**src/hdl/timer_pair_consts.vh**
```
// constants for the prescaled measure and interval timer pair
`ifndef TIMER_PAIR_CONSTS_VH
`define TIMER_PAIR_CONSTS_VH
// ============================================================
// register word offsets (word address)
`define OFS_FIRST_MODE 4'h0
`define OFS_FIRST_PRESCALER 4'h1
`define OFS_FIRST_COUNT 4'h2
`define OFS_PIN_CONTROL 4'h3
`define OFS_SECOND_MODE 4'h4
`define OFS_SECOND_PRESCALER 4'h5
`define OFS_SECOND_PRIMARY 4'h6
`define OFS_SECOND_SECONDARY 4'h7
`define OFS_FLAGS 4'h8
// ============================================================
// first_timer_mode_reg fields
`define FM_RUN 0
`define FM_POLARITY 1
`define FM_PERIOD 2
`define FM_SRC_LO 3
`define FM_SRC_HI 4
// pin_control_reg fields
`define PC_PIN_SEL 0
// second_timer_mode_reg fields
`define SM_RUN 0
`define SM_WC 1
`define SM_SRC_LO 2
`define SM_SRC_HI 3
// flag register fields (write 1 clears)
`define FL_FIRST 0
`define FL_EDGE 1
`define FL_SECOND 2
// ============================================================
// count source selects
`define SRC_DIV1 2'h0
`define SRC_DIV2 2'h1
`define SRC_DIV8 2'h2
`define SRC_ALT 2'h3
`define DIV_BITS 3
`define RESET_BYTE 8'hff
`define RESET_ZERO 8'h00
`endif

```
**src/hdl/timer_pair.v**
```verilog
// two prescaled 8-bit down-counters: pulse measurement and interval timer
// ============================================================
//
// Implementation choices: the Avalon-MM slave port and the placing of the registers.
`timescale 1ns/1ps
`default_nettype none
`include "timer_pair_consts.vh"
module timer_pair #(
  parameter WIDTH = 8
) (
  input wire clk,
  input wire rst_b,
  input wire ring_osc_clock,
  input wire measure_input_pin_a,
  input wire measure_input_pin_b,
  input wire [3:0] avs_address,
  input wire avs_read,
  input wire avs_write,
  input wire [31:0] avs_writedata,
  output reg [31:0] avs_readdata,
  output reg avs_waitrequest,
  output reg first_timer_irq,
  output reg edge_interrupt_one,
  output reg second_timer_irq,
  output reg second_timer_output_pin,
  output reg first_underflow_out
);
// ============================================================
// reset release and input synchronisers
reg rst_s1;
reg rst_s2;
always @(posedge clk or negedge rst_b) begin
  if (!rst_b) begin
    rst_s1 <= 1'b0;
    rst_s2 <= 1'b0;
  end else begin
    rst_s1 <= 1'b1;
    rst_s2 <= rst_s1;
  end
end
wire rst_n = rst_s2;
reg [2:0] pin_s1;
reg [2:0] pin_s2;
reg in_prev;
always @(posedge clk or negedge rst_n) begin
  if (!rst_n) begin
    pin_s1 <= 3'h0;
    pin_s2 <= 3'h0;
  end else begin
    pin_s1 <= {ring_osc_clock, measure_input_pin_b, measure_input_pin_a};
    pin_s2 <= pin_s1;
  end
end
// ============================================================
// registers
reg [7:0] first_timer_mode_reg;
reg [7:0] second_timer_mode_reg;
reg [7:0] pin_control_reg;
reg [WIDTH-1:0] pre1_rl;
reg [WIDTH-1:0] cnt1_rl;
reg [WIDTH-1:0] pre1;
reg [WIDTH-1:0] cnt1;
reg [WIDTH-1:0] pre2_rl;
reg [WIDTH-1:0] cnt2_rl;
reg [WIDTH-1:0] pre2;
reg [WIDTH-1:0] cnt2;
reg [WIDTH-1:0] second_sec;
reg [WIDTH-1:0] pre1_pend;
reg [WIDTH-1:0] cnt1_pend;
reg [WIDTH-1:0] pre2_pend;
reg [WIDTH-1:0] cnt2_pend;
reg [WIDTH-1:0] buffer1;
reg [1:0] stage1;
reg [1:0] stage2;
reg hold1;
reg arm1;
reg arm1_b;
reg ring_prev;
reg [`DIV_BITS-1:0] div;
wire run1 = first_timer_mode_reg[`FM_RUN];
wire pol1 = first_timer_mode_reg[`FM_POLARITY];
wire period1 = first_timer_mode_reg[`FM_PERIOD];
wire run2 = second_timer_mode_reg[`SM_RUN];
wire wc2 = second_timer_mode_reg[`SM_WC];
wire measure_input = pin_control_reg[`PC_PIN_SEL] ? pin_s2[1] : pin_s2[0];
// count source tick from selector and divided clock
function tick_sel;
  input [1:0] sel;
  input [`DIV_BITS-1:0] d;
  input alt;
  begin
    case (sel)
      `SRC_DIV1: tick_sel = 1'b1;
      `SRC_DIV2: tick_sel = d[0];
      `SRC_DIV8: tick_sel = &d;
      default: tick_sel = alt;
    endcase
  end
endfunction
// register address match, shared by every strobe decode
function hit;
  input [3:0] a;
  input [3:0] ofs;
  begin
    hit = a == ofs;
  end
endfunction
wire ring_tick = pin_s2[2] & ~ring_prev;
wire tick1 = tick_sel(first_timer_mode_reg[`FM_SRC_HI:`FM_SRC_LO], div, ring_tick);
wire tick2 = tick_sel(second_timer_mode_reg[`SM_SRC_HI:`SM_SRC_LO], div,
  first_underflow_out);
// level at the chosen polarity; the period ends on the edge leaving it
wire level_ok = measure_input ^ pol1;
wire edge1 = (measure_input != in_prev) && (measure_input == pol1);
wire count_en1 = run1 && stage1 == 2'h0 && (period1 || level_ok);
wire pre1_uf = count_en1 && tick1 && pre1 == `RESET_ZERO;
wire cnt1_uf = pre1_uf && cnt1 == `RESET_ZERO && !arm1_b;
wire count_en2 = run2 && stage2 == 2'h0;
wire pre2_uf = count_en2 && tick2 && pre2 == `RESET_ZERO;
wire cnt2_uf = pre2_uf && cnt2 == `RESET_ZERO;
// bus strobes, answered in the cycle after they are taken
wire acc = (avs_read || avs_write) && avs_waitrequest;
wire do_wr = acc && avs_write;
wire do_rd = acc && avs_read;
wire wr_fp = do_wr && hit(avs_address, `OFS_FIRST_PRESCALER);
wire wr_fc = do_wr && hit(avs_address, `OFS_FIRST_COUNT);
wire wr_sp = do_wr && hit(avs_address, `OFS_SECOND_PRESCALER);
wire wr_sc = do_wr && hit(avs_address, `OFS_SECOND_PRIMARY);
wire [WIDTH-1:0] wdat = avs_writedata[WIDTH-1:0];
// ============================================================
// bus slave: one wait state, unmapped reads give zero
always @(posedge clk or negedge rst_n) begin
  if (!rst_n) begin
    avs_waitrequest <= 1'b1;
    avs_readdata <= 32'h0;
  end else begin
    avs_waitrequest <= !(acc);
    avs_readdata <= 32'h0;
    if (do_rd) begin
      if (avs_address == `OFS_FIRST_MODE) begin
        avs_readdata <= {24'h0, first_timer_mode_reg};
      end else if (avs_address == `OFS_FIRST_PRESCALER) begin
        avs_readdata <= {24'h0, pre1};
      end else if (avs_address == `OFS_FIRST_COUNT) begin
        avs_readdata <= {24'h0, period1 ? buffer1 : cnt1};
      end else if (avs_address == `OFS_PIN_CONTROL) begin
        avs_readdata <= {24'h0, pin_control_reg};
      end else if (avs_address == `OFS_SECOND_MODE) begin
        avs_readdata <= {24'h0, second_timer_mode_reg};
      end else if (avs_address == `OFS_SECOND_PRESCALER) begin
        avs_readdata <= {24'h0, pre2};
      end else if (avs_address == `OFS_SECOND_PRIMARY) begin
        avs_readdata <= {24'h0, cnt2};
      end else if (avs_address == `OFS_SECOND_SECONDARY) begin
        avs_readdata <= {24'h0, second_sec};
      end else if (avs_address == `OFS_FLAGS) begin
        avs_readdata <= {29'h0, second_timer_irq, edge_interrupt_one, first_timer_irq};
      end
    end
  end
end
// ============================================================
// control registers and common divider
always @(posedge clk or negedge rst_n) begin
  if (!rst_n) begin
    first_timer_mode_reg <= `RESET_ZERO;
    second_timer_mode_reg <= `RESET_ZERO;
    pin_control_reg <= `RESET_ZERO;
    second_sec <= `RESET_BYTE;
    div <= {`DIV_BITS{1'b0}};
    ring_prev <= 1'b0;
    in_prev <= 1'b0;
    second_timer_output_pin <= 1'b0;
  end else begin
    div <= div + 1'b1;
    ring_prev <= pin_s2[2];
    in_prev <= measure_input;
    second_timer_output_pin <= 1'b0; // no port function; the pin is held low in every mode
    if (do_wr && hit(avs_address, `OFS_FIRST_MODE)) begin
      first_timer_mode_reg <= avs_writedata[7:0];
    end
    if (do_wr && hit(avs_address, `OFS_SECOND_MODE)) begin
      second_timer_mode_reg <= avs_writedata[7:0];
    end
    if (do_wr && hit(avs_address, `OFS_PIN_CONTROL)) begin
      pin_control_reg <= avs_writedata[7:0];
    end
    // secondary is stored but unused in timer mode
    if (do_wr && hit(avs_address, `OFS_SECOND_SECONDARY)) begin
      second_sec <= wdat;
    end
  end
end
// ============================================================
// first counter: measurement
always @(posedge clk or negedge rst_n) begin
  if (!rst_n) begin
    pre1_rl <= `RESET_BYTE;
    cnt1_rl <= `RESET_BYTE;
    pre1 <= `RESET_BYTE;
    cnt1 <= `RESET_BYTE;
    pre1_pend <= `RESET_BYTE;
    cnt1_pend <= `RESET_BYTE;
    stage1 <= 2'h0;
    buffer1 <= `RESET_ZERO;
    hold1 <= 1'b0;
    arm1 <= 1'b0;
    arm1_b <= 1'b0;
    first_underflow_out <= 1'b0;
  end else begin
    first_underflow_out <= cnt1_uf || (arm1_b && pre1_uf);
    if (pre1_uf) begin
      pre1 <= pre1_rl;
    end else if (count_en1 && tick1) begin
      pre1 <= pre1 - 1'b1;
    end
    if (cnt1_uf) begin
      cnt1 <= cnt1_rl;
    end else if (pre1_uf && !arm1_b) begin
      cnt1 <= cnt1 - 1'b1;
    end
    // period mode: capture, then reload, after the active edge
    if (period1 && run1 && edge1) begin
      arm1 <= 1'b1;
    end
    if (arm1 && pre1_uf) begin
      arm1 <= 1'b0;
      arm1_b <= 1'b1;
      if (!hold1) begin
        buffer1 <= cnt1;
        hold1 <= 1'b1;
      end
    end else if (arm1_b && pre1_uf) begin
      arm1_b <= 1'b0;
      cnt1 <= cnt1_rl;
    end
    if (do_rd && hit(avs_address, `OFS_FIRST_COUNT) && period1) begin
      hold1 <= 1'b0;
    end
    // staged write while running, direct load while stopped
    if (!run1 && (wr_fp || wr_fc)) begin
      if (wr_fp) begin
        pre1_rl <= wdat;
        pre1 <= wdat;
      end
      if (wr_fc) begin
        cnt1_rl <= wdat;
        cnt1 <= wdat;
      end
    end else if (wr_fp || wr_fc) begin
      if (wr_fp) begin
        pre1_pend <= wdat;
      end
      if (wr_fc) begin
        cnt1_pend <= wdat;
      end
      stage1 <= 2'h1;
    end else if (stage1 != 2'h0 && tick1) begin
      stage1 <= stage1 == 2'h3 ? 2'h0 : stage1 + 2'h1;
      if (stage1 == 2'h1) begin
        pre1_rl <= pre1_pend;
        cnt1_rl <= cnt1_pend;
      end
      if (stage1 == 2'h2) begin
        pre1 <= pre1_rl;
        cnt1 <= cnt1_rl;
      end
    end
  end
end
// ============================================================
// second counter: interval timer
always @(posedge clk or negedge rst_n) begin
  if (!rst_n) begin
    pre2_rl <= `RESET_BYTE;
    cnt2_rl <= `RESET_BYTE;
    pre2 <= `RESET_BYTE;
    cnt2 <= `RESET_BYTE;
    pre2_pend <= `RESET_BYTE;
    cnt2_pend <= `RESET_BYTE;
    stage2 <= 2'h0;
  end else begin
    if (pre2_uf) begin
      pre2 <= pre2_rl;
    end else if (count_en2 && tick2) begin
      pre2 <= pre2 - 1'b1;
    end
    if (cnt2_uf) begin
      cnt2 <= cnt2_rl;
    end else if (pre2_uf) begin
      cnt2 <= cnt2 - 1'b1;
    end
    if ((wr_sp || wr_sc) && (!run2 || wc2)) begin
      if (wr_sp) begin
        pre2_rl <= wdat;
      end
      if (wr_sc) begin
        cnt2_rl <= wdat;
      end
      if (wr_sp && !run2) begin
        pre2 <= wdat;
      end
      if (wr_sc && !run2) begin
        cnt2 <= wdat;
      end
    end else if (wr_sp || wr_sc) begin
      if (wr_sp) begin
        pre2_pend <= wdat;
      end
      if (wr_sc) begin
        cnt2_pend <= wdat;
      end
      stage2 <= 2'h1;
    end else if (stage2 != 2'h0 && tick2) begin
      stage2 <= stage2 == 2'h3 ? 2'h0 : stage2 + 2'h1;
      if (stage2 == 2'h1) begin
        pre2_rl <= pre2_pend;
        cnt2_rl <= cnt2_pend;
      end
      if (stage2 == 2'h2) begin
        pre2 <= pre2_rl;
        cnt2 <= cnt2_rl;
      end
    end
  end
end
// ============================================================
// request flags: hardware set wins over a software clear
wire clr = do_wr && hit(avs_address, `OFS_FLAGS);
always @(posedge clk or negedge rst_n) begin
  if (!rst_n) begin
    first_timer_irq <= 1'b0;
    edge_interrupt_one <= 1'b0;
    second_timer_irq <= 1'b0;
  end else begin
    if (cnt1_uf || (period1 && arm1_b && pre1_uf)) begin
      first_timer_irq <= 1'b1;
    end else if (clr && avs_writedata[`FL_FIRST]) begin
      first_timer_irq <= 1'b0;
    end
    if (run1 && edge1) begin
      edge_interrupt_one <= 1'b1;
    end else if (clr && avs_writedata[`FL_EDGE]) begin
      edge_interrupt_one <= 1'b0;
    end
    if (cnt2_uf || ((wr_sp || wr_sc) && run2 && !wc2)) begin
      second_timer_irq <= 1'b1;
    end else if (clr && avs_writedata[`FL_SECOND]) begin
      second_timer_irq <= 1'b0;
    end
  end
end
endmodule
`default_nettype wire

```
**config.mk**
```make
export PLATFORM = sky130hd
export DESIGN_NAME = timer_pair
export DESIGN_NICKNAME = d
export VERILOG_FILES = /design/src/hdl/timer_pair.v
export VERILOG_INCLUDE_DIRS = /design/src /design/src/hdl
export SDC_FILE = /design/constraint.sdc
export NUM_CORES = 1
export LEC_CHECK = 0
export CORE_MARGIN = 2
export CORE_UTILIZATION = 60
export DETAILED_ROUTE_END_ITERATION = 12
export DONT_BUFFER_PORTS = 1
export PLACE_DENSITY = 0.84
export SLEW_MARGIN = 20
export SYNTH_ARGS = -nofsm -noshare
export SYNTH_HDL_FRONTEND = slang
export SYNTH_SLANG_ARGS = --single-unit
```
**constraint.sdc**
```tcl
create_clock -name clk -period 6.44 [get_ports clk]
set_clock_uncertainty 0.2 [all_clocks]
set_input_delay 0.322 -clock clk [delete_from_list [all_inputs] [get_ports clk]]
set_output_delay 0.322 -clock clk [all_outputs]
set_load 0.05 [all_outputs]
```
==> metrics <==
cell accounting for the most synthesized area=dfstp_2; Hold WS=~0.020 ns; die height=~130 um; CP Class=reg -> reg; die width=between 100 and 150 um; Avg Cell Area, Syn=between 10 and 15 sq um; H-tree depth=4; clk buf depth=2; Critical Path End Type=register; setup TNS=0 ns; final wirelength=roughly 24,000 um; CP max stage delay=0.98 ns; global-route wire length before repair=38,580 um; CTS buffer count=17; unrepaired setup endpoints after global routing=false; Initial Util=61.40%; Post-CTS Setup Inserts=0; number of synthesized register bits=roughly 170; Top FF cell, synth=dfstp_2; max capacitance violation total=0; Core ar.=~15,000 sq um; clock sinks=about 170; r2r startpoint=avs_waitrequest$_DFF_PN1_; Worst-Margin Slew=about 1.2 ns; commonest cells in the netlist=dfstp_2 (105), nand2_1 (93), o21ai_0 (86); vias in the first global route=roughly 7,000; CTS tree=yes; status=completed; DRT iter0 DRCs=around 1,000; final hold vios=0; power per cell area=402.2 nW/um^2; FP Rows=between 40 and 50; Hold Path End=avs_readdata[7]$_DFF_PN0_; WP buf/inv=0; clk slew on worst S/H paths=0.06 ns; delay-heaviest family, CP=simple AND/OR/NAND/NOR gates; total number of vias=about 7,400; cts hold-fix bufs=21; Leak Pwr=4.196 nW; # placed instances=approximately 1,100; ys async rst share=between 90% and 100%; RD Place Congestion=0.9275; pin count of the biggest net entering global routing=67; Rel. slew slack=between 20% and 30%; layout cells sized above 1=between 20 and 30%; Worst R2R Path Depth=5; final std cells w/o fill=between 1,000 and 1,500; Post-Syn Instances=roughly 920; Total GRT Usage=between 30% and 40%; cell area after synthesis=around 9400 sq um; count leader, synth=dfstp_2; fmax=approximately 260 MHz; Design Area, Final=approximately 10,000 sq um; area grow syn2layout=9.148%; root buffer cell=clkbuf_16; worst-path cell chain=nand2_1, nor4_1, nor3_1, a21oi_1, o21ai_0; drt pass-1 iters=6; Worst path slowest cell=nor4_1; largest cells by area after synthesis=dfstp_2 (29%), dfrtp_1 (17%), mux2_2 (7.9%); r2r endpoint=cnt1_rl[3]$_DFFE_PN1P_; Seq/Total Area, Yosys=46.54%; # port buffers=0; Final setup viols=0; routed len/inst=21.06 um; Yosys top cell area share=between 20% and 30%; post-synth cell types=between 70 and 80; arrival time at the worst endpoint=approximately 3.9 ns; # DRC=0; initial antenna violation count=1; DR vias/cell=around 6.5; final worst path period need=~3.8 ns; hold path cells=4; number of synthesis warnings=0; Post-DP HPWL=15,540 um; Worst Path Max Fanout=16; worst vdd ir=0.0002253 V; Ports=81; final cell utilization of the core=about two thirds; EDFF count, synth=0; CP startpoint kind=register; number of routed nets with antenna violations=0; WP data required=roughly 6.6 ns; HP Start=avs_address[2]; Skew-Pair Late Insertion Delay=around 0.44 ns; worst hold path class=in -> reg; Post-DP Area=~9400 sq um; Nets=973; period utilization=between 50% and 60%; Worst R2R Setup Slack=between 2 and 3 ns; die area=16,630 sq um; Max Slew Vio Count=0; grt total ovfl=0; Resized cells post-CTS=0
layout by cell type (no fill, tap or decap), types with 7 or more instances in the layout:
cell type | synthesis | layout
inv_1 | 26 | 26
ha_1 | 16 | 16
dfstp_2 | 105 | 105
mux2_2 | 66 | 66
a211oi_1 | 9 | 9
nor4_1 | 8 | 8
mux2i_1 | 45 | 45
o21ai_0 | 86 | 86
a22oi_1 | 9 | 9
o22ai_1 | 7 | 7
conb_1 | 2 | 26
nand2_1 | 93 | 93
nor3_1 | 20 | 20
dlygate4sd3_1 | 0 | 21
o211ai_1 | 7 | 7
a21oi_1 | 44 | 43
clkbuf_16 | 0 | 18
dfrtp_1 | 64 | 63
nor3b_1 | 8 | 8
nand2b_1 | 11 | 11
buf_4 | 26 | 10
o21a_1 | 7 | 7
xnor2_1 | 7 | 7
nand3_1 | 14 | 14
and3_1 | 10 | 10
nor2_1 | 49 | 49
or3_1 | 10 | 10
metal layers:
metal | track usage, % | share of wire (%) | vias to the layer above
met5 | 0 | 0 | -
met4 | 15.35 | 4.5 | 0
met3 | 6.736 | 9.7 | 82
met2 | 44.48 | 44 | 436
met1 | 42.43 | 41 | 3607
li1 | - | - | 3292
cell families (layout without fill, tap and decap cells):
group / Yosys count / in the layout / share of synthesized area (%)
simple gates: 268 / 268 / 14.78
compound gates: 228 / 228 / 15.55
flops: 169 / 169 / 46.54
mux: 117 / 117 / 14.18
buf+inv: 106 / 90 / 5.515
fa+ha+maj: 16 / 16 / 2.137
xor+xnor: 13 / 13 / 1.215
other cells: 2 / 27 / 0.08016
metrics by stage:
stage	setup WS [ns]	power (W)
2_1_floorplan	1.366	0.002700
3_3_place_gp	2.905	0.002924
3_5_place_dp	2.754	0.002989
4_1_cts	2.691	0.004079
5_1_grt	2.417	0.004347
6_report	2.646	0.004113
worst min-delay path: stages:
cell and delay, ns:
nor3b_1 0.03, a21oi_1 0.12, o21a_1 0.12, nor2_1 0.04
power breakdown:
| group | switching (W) | total [W] | internal, W |
|---|---|---|---|
| clock network | 0.000421 | 0.00105 | 0.000631 |
| registers | 0.000380 | 0.00189 | 0.00151 |
| logic | 0.000660 | 0.00117 | 0.000514 |
| total | 0.00146 | 0.00411 | 0.00265 |
area by class of cell:
class	instances	area, sq um
clock inverter	11	145.1
sequential	169	4364
inverter	26	97.59
clock buffer	21	461.7
tap	211	264.0
antenna	1	2.502
multi-input combinational	668	4598
timing repair buffer	32	292.8
fill	1104	5032
worst max path at each step:
stage | from | to | depth (start not counted)
3_3_place_gp | avs_waitrequest$_DFF_PN1_ | pre1_rl[5]$_DFFE_PN1P_ | 5
4_1_cts | avs_waitrequest$_DFF_PN1_ | pre1_rl[5]$_DFFE_PN1P_ | 5
6_report | avs_waitrequest$_DFF_PN1_ | cnt1_rl[3]$_DFFE_PN1P_ | 5
2_1_floorplan | rst_n$_DFF_PN0_ | arm1$_DFFE_PN0P_ | 0
3_5_place_dp | avs_waitrequest$_DFF_PN1_ | pre1_rl[2]$_DFFE_PN1P_ | 5
5_1_grt | avs_waitrequest$_DFF_PN1_ | cnt1_rl[2]$_DFFE_PN1P_ | 6
(Power assumes the default switching activity.)
